**config.mk**
```make
export PLATFORM = sky130hd
export DESIGN_NAME = three_phase_pwm_output_setting
export DESIGN_NICKNAME = d
export VERILOG_FILES = /design/src/design/pwm_setting_pkg.sv /design/src/design/phase_drive.sv /design/src/design/three_phase_pwm_output_setting.sv
export SDC_FILE = /design/constraint.sdc
export NUM_CORES = 1
export LEC_CHECK = 0
export BUFFER_PORTS_ARGS = -buffer_cell sky130_fd_sc_hd__buf_4
export CAP_MARGIN = 10
export CORE_AREA = 2 2 132 134
export CTS_CLUSTER_SIZE = 28
export DETAILED_ROUTE_END_ITERATION = 8
export DIE_AREA = 0 0 134 136
export GPL_TIMING_DRIVEN = 0
export MAX_ROUTING_LAYER = met4
export PLACE_DENSITY = 0.6
export REMOVE_ABC_BUFFERS = 1
export SLEW_MARGIN = 5
export SYNTH_ARGS = -nofsm -noshare
export SYNTH_HDL_FRONTEND = slang
export SYNTH_HIERARCHICAL = 1
export SYNTH_SLANG_ARGS = --single-unit
```
**constraint.sdc**
```tcl
create_clock -name clk_in -period 1.4 [get_ports clk_in]
set_input_delay 0 -clock clk_in [delete_from_list [all_inputs] [get_ports clk_in]]
set_output_delay 0 -clock clk_in [all_outputs]
set_load 0.05 [all_outputs]
```
**src/design/pwm_setting_pkg.sv**
```systemverilog
// Constants for the three-phase PWM output setting block.
// Assumes a 32-bit Avalon-MM slave with word addressing by byte offset.
// Notes on behaviour
// - Three 16-bit read/write duty values, any value; upper bits read zero.
// - V-phase duty occupies bits 15 to 0, all values allowed.
// - W-phase duty occupies bits 15 to 0, all values allowed.
// - Output-control task 0 or 9 overwrites the three duty values.
// - Current duty values feed trigger-generation task 1.
// - Task 0 or 9 overwrites drive control; bits 31 to 9 read zero.
// - Mode bits W8, V7, U6: 0 static on/off, 1 PWM drive.
// - W field bits 5-4: 00 off, 01 complement, 10 primary, 11 both.
// - V field bits 3-2 decoded the same way as the W field.
// - U field bits 1-0 decoded the same way as the W field.
// - PWM mode enables both outputs of the phase regardless of field.
// - PWM field 00 gives inverted primary; field 11 gives true primary.
package pwm_setting_pkg;
  localparam logic [3:0]  ADDR_U_DUTY      = 4'h0;
  localparam logic [3:0]  ADDR_V_DUTY      = 4'h4;
  localparam logic [3:0]  ADDR_W_DUTY      = 4'h8;
  localparam logic [3:0]  ADDR_DRIVE_CTRL  = 4'hC;
  localparam int          DUTY_W           = 16;
  localparam int          CTRL_W           = 9;
  localparam int          U_MODE_BIT       = 6;
  localparam int          V_MODE_BIT       = 7;
  localparam int          W_MODE_BIT       = 8;
  localparam int          U_FIELD_LSB      = 0;
  localparam int          V_FIELD_LSB      = 2;
  localparam int          W_FIELD_LSB      = 4;
  localparam logic [3:0]  TASK_OUT_A       = 4'h0;
  localparam logic [3:0]  TASK_OUT_B       = 4'h9;
  localparam logic [3:0]  TASK_TRIGGER     = 4'h1;
  localparam logic [15:0] DUTY_RESET       = 16'h0000;
  localparam logic [8:0]  CTRL_RESET       = 9'h000;
  localparam logic [1:0]  FIELD_OFF        = 2'h0;
  localparam logic [1:0]  FIELD_COMP       = 2'h1;
  localparam logic [1:0]  FIELD_PRIM       = 2'h2;
  localparam logic [1:0]  FIELD_BOTH       = 2'h3;

  typedef enum logic [0:0] {
    BUS_IDLE = 1'b0,
    BUS_ACK  = 1'b1
  } bus_state_t;
endpackage : pwm_setting_pkg

```
**src/design/phase_drive.sv**
```systemverilog
// One phase's output pair driver with registered outputs.
// Assumes the PWM wave is synchronous to clk_in.
module phase_drive
  import pwm_setting_pkg::*;
(
  input  wire logic       clk_in,
  input  wire logic       rst_in,
  input  wire logic       mode_in,
  input  wire logic [1:0] field_in,
  input  wire logic       wave_in,
  output logic            primary_out,
  output logic            complement_out,
  output logic            primary_en_out,
  output logic            complement_en_out
);

  ////////////////////////////////////////////////////////////////////////
  // mode selects drive
  always_ff @(posedge clk_in) begin
    if (rst_in) begin
      primary_out       <= 1'b0;
      complement_out    <= 1'b0;
      primary_en_out    <= 1'b0;
      complement_en_out <= 1'b0;
    end else if (mode_in) begin
      primary_en_out    <= 1'b1;
      complement_en_out <= 1'b1;
      primary_out       <= (field_in == FIELD_BOTH) ? wave_in : ~wave_in;
      complement_out    <= (field_in == FIELD_BOTH) ? ~wave_in : wave_in;
    end else begin
      primary_en_out    <= field_in[1];
      complement_en_out <= field_in[0];
      primary_out       <= field_in[1];
      complement_out    <= field_in[0];
    end
  end
endmodule : phase_drive

```
**src/design/three_phase_pwm_output_setting.sv**
```systemverilog
// Register file and six-output drive stage for three-phase PWM settings.
// Assumes an Avalon-MM master, a task port from the accelerator, and PWM waves on clk_in.
module three_phase_pwm_output_setting
  import pwm_setting_pkg::*;
(
  input  wire logic        clk_in,
  input  wire logic        rst_in,
  input  wire logic [3:0]  avs_address_in,
  input  wire logic        avs_read_in,
  input  wire logic        avs_write_in,
  input  wire logic [31:0] avs_writedata_in,
  input  wire logic [3:0]  avs_byteenable_in,
  output logic [31:0]      avs_readdata_out,
  output logic             avs_waitrequest_out,
  input  wire logic        task_valid_in,
  input  wire logic [3:0]  task_number_in,
  input  wire logic [15:0] task_u_duty_in,
  input  wire logic [15:0] task_v_duty_in,
  input  wire logic [15:0] task_w_duty_in,
  input  wire logic [8:0]  task_drive_ctrl_in,
  output logic             trigger_task_out,
  output logic [15:0]      trigger_u_duty_out,
  output logic [15:0]      trigger_v_duty_out,
  output logic [15:0]      trigger_w_duty_out,
  input  wire logic        u_phase_pwm_wave_in,
  input  wire logic        v_phase_pwm_wave_in,
  input  wire logic        w_phase_pwm_wave_in,
  output logic             u_phase_primary_out,
  output logic             u_phase_complement_out,
  output logic             v_phase_primary_out,
  output logic             v_phase_complement_out,
  output logic             w_phase_primary_out,
  output logic             w_phase_complement_out,
  output logic [5:0]       drive_enable_out
);

  logic [15:0] u_phase_duty_r;
  logic [15:0] v_phase_duty_r;
  logic [15:0] w_phase_duty_r;
  logic [8:0]  six_output_drive_control_r;
  bus_state_t  bus_state_r;
  logic        bus_hit;
  logic        task_out_hit;
  logic [5:0]  pin_out;

  function automatic logic [15:0] merge16(input logic [15:0] old_v, input logic [31:0] d, input logic [3:0] be);
    merge16 = {be[1] ? d[15:8] : old_v[15:8], be[0] ? d[7:0] : old_v[7:0]};
  endfunction : merge16

  ////////////////////////////////////////////////////////////////////////
  // Each access waits one cycle, then completes on the second edge.
  assign bus_hit      = (avs_read_in || avs_write_in) && (bus_state_r == BUS_ACK);
  assign task_out_hit = task_valid_in && (task_number_in == TASK_OUT_A || task_number_in == TASK_OUT_B);

  always_ff @(posedge clk_in) begin
    if (rst_in) begin
      bus_state_r <= BUS_IDLE;
    end else begin
      case (bus_state_r)
        BUS_IDLE: bus_state_r <= (avs_read_in || avs_write_in) ? BUS_ACK : BUS_IDLE;
        BUS_ACK:  bus_state_r <= BUS_IDLE;
        default:  bus_state_r <= BUS_IDLE;
      endcase
    end
  end

  always_ff @(posedge clk_in) begin
    if (rst_in) begin
      avs_waitrequest_out <= 1'b1;
    end else begin
      avs_waitrequest_out <= !((avs_read_in || avs_write_in) && bus_state_r == BUS_IDLE);
    end
  end

  ////////////////////////////////////////////////////////////////////////
  // Task writes take priority over a software write in the same cycle.
  always_ff @(posedge clk_in) begin
    if (rst_in) begin
      u_phase_duty_r <= DUTY_RESET;
      v_phase_duty_r <= DUTY_RESET;
      w_phase_duty_r <= DUTY_RESET;
    end else if (task_out_hit) begin
      u_phase_duty_r <= task_u_duty_in;
      v_phase_duty_r <= task_v_duty_in;
      w_phase_duty_r <= task_w_duty_in;
    end else if (bus_hit && avs_write_in) begin
      if (avs_address_in == ADDR_U_DUTY) begin
        u_phase_duty_r <= merge16(u_phase_duty_r, avs_writedata_in, avs_byteenable_in);
      end
      if (avs_address_in == ADDR_V_DUTY) begin
        v_phase_duty_r <= merge16(v_phase_duty_r, avs_writedata_in, avs_byteenable_in);
      end
      if (avs_address_in == ADDR_W_DUTY) begin
        w_phase_duty_r <= merge16(w_phase_duty_r, avs_writedata_in, avs_byteenable_in);
      end
    end
  end

  always_ff @(posedge clk_in) begin
    if (rst_in) begin
      six_output_drive_control_r <= CTRL_RESET;
    end else if (task_out_hit) begin
      six_output_drive_control_r <= task_drive_ctrl_in;
    end else if (bus_hit && avs_write_in && avs_address_in == ADDR_DRIVE_CTRL) begin
      if (avs_byteenable_in[0]) begin
        six_output_drive_control_r[7:0] <= avs_writedata_in[7:0];
      end
      if (avs_byteenable_in[1]) begin
        six_output_drive_control_r[8] <= avs_writedata_in[8];
      end
    end
  end

  ////////////////////////////////////////////////////////////////////////
  always_ff @(posedge clk_in) begin
    if (rst_in) begin
      avs_readdata_out <= 32'h00000000;
    end else if (avs_read_in && bus_state_r == BUS_IDLE) begin
      // Read data load on the first edge so that they stand when waitrequest is sampled low.
      // upper bits zero
      case (avs_address_in)
        ADDR_U_DUTY:     avs_readdata_out <= {16'h0000, u_phase_duty_r};
        ADDR_V_DUTY:     avs_readdata_out <= {16'h0000, v_phase_duty_r};
        ADDR_W_DUTY:     avs_readdata_out <= {16'h0000, w_phase_duty_r};
        ADDR_DRIVE_CTRL: avs_readdata_out <= {23'h000000, six_output_drive_control_r};
        default:         avs_readdata_out <= 32'h00000000;
      endcase
    end
  end

  ////////////////////////////////////////////////////////////////////////
  // duty to trigger
  always_ff @(posedge clk_in) begin
    if (rst_in) begin
      trigger_task_out   <= 1'b0;
      trigger_u_duty_out <= DUTY_RESET;
      trigger_v_duty_out <= DUTY_RESET;
      trigger_w_duty_out <= DUTY_RESET;
    end else begin
      trigger_task_out   <= task_valid_in && task_number_in == TASK_TRIGGER;
      trigger_u_duty_out <= u_phase_duty_r;
      trigger_v_duty_out <= v_phase_duty_r;
      trigger_w_duty_out <= w_phase_duty_r;
    end
  end

  ////////////////////////////////////////////////////////////////////////
  // U, V and W field decode
  phase_drive u_drive (
    .clk_in            (clk_in),
    .rst_in            (rst_in),
    .mode_in           (six_output_drive_control_r[U_MODE_BIT]),
    .field_in          (six_output_drive_control_r[U_FIELD_LSB +: 2]),
    .wave_in           (u_phase_pwm_wave_in),
    .primary_out       (pin_out[0]),
    .complement_out    (pin_out[1]),
    .primary_en_out    (drive_enable_out[0]),
    .complement_en_out (drive_enable_out[1])
  );
  phase_drive v_drive (
    .clk_in            (clk_in),
    .rst_in            (rst_in),
    .mode_in           (six_output_drive_control_r[V_MODE_BIT]),
    .field_in          (six_output_drive_control_r[V_FIELD_LSB +: 2]),
    .wave_in           (v_phase_pwm_wave_in),
    .primary_out       (pin_out[2]),
    .complement_out    (pin_out[3]),
    .primary_en_out    (drive_enable_out[2]),
    .complement_en_out (drive_enable_out[3])
  );
  phase_drive w_drive (
    .clk_in            (clk_in),
    .rst_in            (rst_in),
    .mode_in           (six_output_drive_control_r[W_MODE_BIT]),
    .field_in          (six_output_drive_control_r[W_FIELD_LSB +: 2]),
    .wave_in           (w_phase_pwm_wave_in),
    .primary_out       (pin_out[4]),
    .complement_out    (pin_out[5]),
    .primary_en_out    (drive_enable_out[4]),
    .complement_en_out (drive_enable_out[5])
  );

  assign u_phase_primary_out    = pin_out[0];
  assign u_phase_complement_out = pin_out[1];
  assign v_phase_primary_out    = pin_out[2];
  assign v_phase_complement_out = pin_out[3];
  assign w_phase_primary_out    = pin_out[4];
  assign w_phase_complement_out = pin_out[5];
endmodule : three_phase_pwm_output_setting

```
## After elaboration in Yosys (flattened, before gate mapping)

Cells that the tools add are included.

| word-level totals | value |
|---|---|
| bits in registers | 152 |
| bits in latches | 0 |
| bits in writable memories | 0 |
| bits in read-only memories | 0 |
| bits of input ports | 109 |
| word-level logic and storage cells | 101 |
| memories | 0 |

| cells by class | value |
|---|---|
| add/sub/neg operators | 0 |
| $mul | 0 |
| divide/modulo/power cells | 0 |
| magnitude comparators | 0 |
| equal/unequal tests | 8 |
| shift-type cells | 0 |
| mux-type cells | 35 |
| bitwise logic cells | 4 |
| reduce and logical (&&, ||, !) cells | 27 |

Operator list:

| cell | count |
|---|---|
| $mux W16 | 9 |
| $pmux W16 S4 | 1 |
| $mux W1 | 20 |
| $mux W9 | 2 |
| $reduce_and A3 Y1 | 6 |
| $mux W8 | 2 |
| $reduce_bool A2 Y1 | 7 |
| $eq A4 B4 Y1 const B | 3 |
| $logic_not A4 Y1 | 2 |
| $logic_and A1 B1 Y1 | 7 |
| $eq A2 B2 Y1 const B | 3 |
| $eq A4 B1 Y1 const B | 1 |
| $eq A4 B3 Y1 const B | 1 |
| $not A1 Y1 | 4 |
| $reduce_and A2 Y1 | 2 |
| $logic_or A1 B1 Y1 | 2 |
| $pmux W1 S2 | 1 |
| $logic_not A1 Y1 | 1 |

## Depth between registers and ports, before layout

| depth | value |
|---|---|
| word-level depth | 6 |
| gate-level depth with buffers | 7 |
| depth with buffers taken out | 4 |

## Hierarchy

Netlist, hierarchy kept.

By module, submodules not included:

| module | times used | cells each | area each (sq um) |
|---|---|---|---|
| three_phase_pwm_output_setting | 1 | 509 | 5124.9 |
| phase_drive | 3 | 18 | 155.1 |

## Worst setup path after synthesis

Ideal clock, no wire load.

| path | value |
|---|---|
| path type | register to register |
| start | register bus_state_r |
| end | register v_phase_duty_r[5] |
| setup time | 0.080 ns |
| data arrival time | 1.316 ns |
| data required time | 1.320 ns |
| setup slack | 0.003 ns |
| stages on the path, launching flop included | 6 |
| clock period less this slack | 1.397 ns |
| cell sequence | dfxtp_1 > nand3_1 > o22ai_4 > buf_6 > nor2_1 > a211oi_2 |

| on the way | value |
|---|---|
| word-level cells in the longest chain between the ends | 4 |

RTL lines:

| item | line | RTL |
|---|---|---|
| start, declared | three_phase_pwm_output_setting.sv:41 | `bus_state_t bus_state_r;` |
| start signal, assigned | three_phase_pwm_output_setting.sv:60 | `BUS_IDLE: bus_state_r <= (avs_read_in \|\| avs_write_in) ? BUS_ACK : BUS_IDLE;` |
| $logic_and A1 B1 Y1 | three_phase_pwm_output_setting.sv:52 | `assign bus_hit = (avs_read_in \|\| avs_write_in) && (bus_state_r == BUS_ACK);` |
| $logic_and A1 B1 Y1 | three_phase_pwm_output_setting.sv:86 | `end else if (bus_hit && avs_write_in) begin` |
| $reduce_bool A2 Y1 (no line) | -- |  |
| $reduce_and A3 Y1 (no line) | -- |  |
| end signal, assigned | three_phase_pwm_output_setting.sv:84 | `v_phase_duty_r <= task_v_duty_in;` |
| end signal, assigned | three_phase_pwm_output_setting.sv:91 | `v_phase_duty_r <= merge16(v_phase_duty_r, avs_writedata_in, avs_byteenable_in);` |
| end, declared | three_phase_pwm_output_setting.sv:38 | `logic [15:0] v_phase_duty_r;` |

Every way passes these cells.
A chain may end at the register's enable or synchronous reset.

## Final worst setup path

| path | value |
|---|---|
| start | register bus_state_r |
| end | register w_phase_duty_r[6] |

| on the way | value |
|---|---|
| word-level cells in the longest chain between the ends | 4 |

RTL lines:

| item | line | RTL |
|---|---|---|
| $logic_and A1 B1 Y1 | three_phase_pwm_output_setting.sv:52 |  |
| $logic_and A1 B1 Y1 | three_phase_pwm_output_setting.sv:86 |  |
| $reduce_bool A2 Y1 (no line) | -- |  |
| $reduce_and A3 Y1 (no line) | -- |  |
| end signal, assigned | three_phase_pwm_output_setting.sv:85 | `w_phase_duty_r <= task_w_duty_in;` |
| end signal, assigned | three_phase_pwm_output_setting.sv:94 | `w_phase_duty_r <= merge16(w_phase_duty_r, avs_writedata_in, avs_byteenable_in);` |
| end, declared | three_phase_pwm_output_setting.sv:39 | `logic [15:0] w_phase_duty_r;` |

Every way passes these cells.

==> qor.txt <==
Layout cells sized above 1 -> 35.3%
Worst-Skew Late Latency -> 420 ps
Design area -> 8580 sq um
# diodes -> 0
Final WL -> 17100 microns
Int Power -> 7.48 mW
Final worst path period share -> 94.7%
Power share of the sequential group -> 40.3%
Switching Fraction -> 26.1%
Final WS setup -> 74.5 ps
Max-slew violation count -> 0
Antenna violations before repair -> 0
Max-Cap Viols -> 0
Register cell area after layout -> 2720 sq um
H-tree levels -> 4
Status -> complete, no violations
Clock Skew -> 11.5 ps
Tot Pwr -> 10.1 mW
Final Hold Fails -> 0
P&R area growth vs syn -> 53.5%
Final setup viols -> 0
Gate Count Post-Synth -> 563
RSZ-0062 raised after global routing -> no
CTS tree -> done
F_max -> 0.754 GHz
CP max FO -> 13
Yosys warning count -> 6
Starting density of the core -> 33.1%
Crit path top cell by count -> buf_12
Seq cells post-synth -> 136
Worst path top cell family by delay -> flip-flops
CP endpoint kind -> flop
Post-DRT Antenna Nets -> 0
Crit path kind -> reg -> reg
Core Area -> 16900 sq um
Fillers -> 1560
CTS clk-pin slew, worst paths -> 60 ps
Power per cell area -> 1180 nW/um^2
Number of global-route vias before repair -> 4967
Drc violations -> 0
Die width -> 134 microns
Number of CTS-inserted buffers -> 17
Largest net degree at the start of global routing -> 75
Worst Tran Pin Value -> 869 ps
Pre-CTS setup slack -> -825 ps
Overflow after GRT -> 0
Detail Placement HPWL -> 11300 microns
Comb pwr share -> 14.3%
Most frequent cells in the layout -> buf_4, dfxtp_1, dlygate4sd3_1, nor2_1, nor2b_1
CP startpoint kind -> flop
Synth unique cells -> 41
Die area -> 18200 sq um
CTS sink cnt -> 136
First-pass GRT wire length -> 26400 microns
Min Hold Slack -> 19.8 ps
Die height -> 136 microns
Reg2reg path depth -> 6
Placed cell area -> 7000 sq um
Crit path depth -> 6
VDD IR max -> 0.778 mV
I/O pins -> 203
Hold path cells -> 3
# rows -> 48
Area taken by multi-input logic gates -> 2660 sq um
Overall via count from detail_route -> 5061
DR vias/cell -> 4.86
Final net count -> 913
CP Cell Sequence -> nand3_4, o22ai_4, buf_12, buf_12, nor2_2, a211oi_2
Final Critical Period -> 1330 ps
1st-iter DRT viols -> 245
Lkg Pwr -> 3.33 nW
Deepest clock path buffer count -> 2
Clock network power share -> 45.4%
Worst EP arrival -> 1660 ps
Tightest Hold Check Type -> in -> reg
Global-route usage over all layers -> 19.5%
TritonRoute pass-1 iters -> 4
Most common cell after layout, fill and taps aside -> buf_4
NetSw -> 2.65 mW
Syn avg cell area -> 9.93 sq um
Required time of the critical path -> 1730 ps
Slowest CP cell -> dfxtp_2
Critical path buffers and inverters -> 2
RePlAce Congestion -> 0.746
Slew HR -> 41.6%
CP peak stage delay -> 400 ps
Post-DR wirelength/cell -> 16.4 microns
Port Buf Inserts -> 168
Post-Syn Area -> 5590 sq um
Register area share after synthesis -> 48.7%
CTS root buf -> clkbuf_16
==> flip-flops by register name, summed over array words and instances (netlist names), 9 cells and up <==
register                    cells
avs_readdata_out               16
six_output_drive_control_r      9
trigger_u_duty_out             16
trigger_v_duty_out             16
trigger_w_duty_out             16
u_phase_duty_r                 16
v_phase_duty_r                 16
w_phase_duty_r                 16
==> power by group through the flow <==
stage,logic [mW],clock network (mW),registers (mW)
global route,1.54,4.89,4.10
detailed placement,1.21,0,4.16
floorplan,0.491,0,4.33
finish,1.44,4.60,4.08
CTS,1.44,4.71,4.08
global placement,1.15,0,4.16
==> synth_stat cells <==
cell,number,area [sq um]
or3_1,1,6.26
a311oi_2,8,120
a211oi_1,24,180
a221oi_1,9,78.8
conb_1,1,3.75
nand2b_1,3,18.8
o21ai_1,4,20.0
a22o_1,16,140
a311oi_1,9,78.8
xnor2_1,1,8.76
nor3b_1,1,7.51
o32ai_2,3,48.8
nor2b_1,51,319
a21oi_2,10,87.6
nand3_1,6,30.0
a21oi_1,45,225
or4b_4,2,27.5
clkbuf_1,16,60.1
or4_4,1,11.3
a21boi_1,2,15.0
nand2_1,44,165
a21boi_0,8,60.1
nor2_4,1,11.3
o21ai_0,17,85.1
o22ai_4,7,140
nor2_2,6,37.5
nor4_2,1,12.5
dfxtp_1,136,2720
nor4b_2,2,30.0
nor4bb_1,1,10.0
or3b_1,1,8.76
a211oi_2,16,200
xor2_4,1,27.5
buf_6,13,146
buf_1,1,3.75
inv_1,6,22.5
nand4bb_1,1,11.3
nor2_1,65,244
buf_4,18,135
nor4b_1,1,8.76
buf_2,4,20.0
==> worst min-delay path: cells and delay by family <==
family / cells / cell delay [ps]
simple gates: 1 / 150
buf+inv: 1 / 110
compound gates: 1 / 110
==> timing repair <==
| action | 4_1_cts | 5_1_grt |
|---|---|---|
| hold buffers | 69 | 0 |
| gates cloned | 1 | 0 |
| setup endpoints to repair | 73 | 53 |
| gates resized for setup | 8 | 4 |
| buffers inserted | 14 | 0 |
| hold endpoints to repair | 71 | 0 |
| pin swaps | 8 | 1 |
==> per-stage QoR <==
step,cells,TNS (ps),utilization [%]
final,1042,0,50.9
after global routing,1042,0,50.9
after detailed placement,926,-47550,41.5
after global placement,919,-106720,40.4
after CTS,1042,0,50.7
after floorplan,526,-33720,-
==> final timing paths <==
| check | end | slack [ps] | from |
|---|---|---|---|
| worst min register to register | avs_readdata_out[3] | 450 | avs_readdata_out[3] |
| worst max register to register | w_phase_duty_r[6] | 70 | bus_state_r |
| worst max-delay path | w_phase_duty_r[6] | 70 | bus_state_r |
| worst min-delay path | six_output_drive_control_r[7] | 20 | avs_writedata_in[7] |
==> layout make-up <==
type                       instances  area share (%)
clock inverter                    13            2.00
tap                              225            3.28
sequential                       136            31.7
timing repair buffer             258            26.5
inverter                           6           0.262
multi-input combinational        385            31.0
clock buffer                      19            5.16
==> cells by family (layout without fill, tap and decap cells) <==
family	after synthesis	count (layout)	synth area share, %
xor gates and xnor gates	2	2	0.649
other	1	16	0.0671
and+or+nand+nor	188	189	17.2
AOI/OAI and AO/OA	178	178	26.5
DFF	136	136	48.7
buffers and inverters	58	296	6.94
==> per-layer routing <==
layer  wire, microns  global-route usage (%)
met1            7660                    24.7
met2            8270                    31.0
met3             885                    3.88
met4             274                    6.74
met5               0                       -
Note: power is estimated with default switching activity, not from simulation.
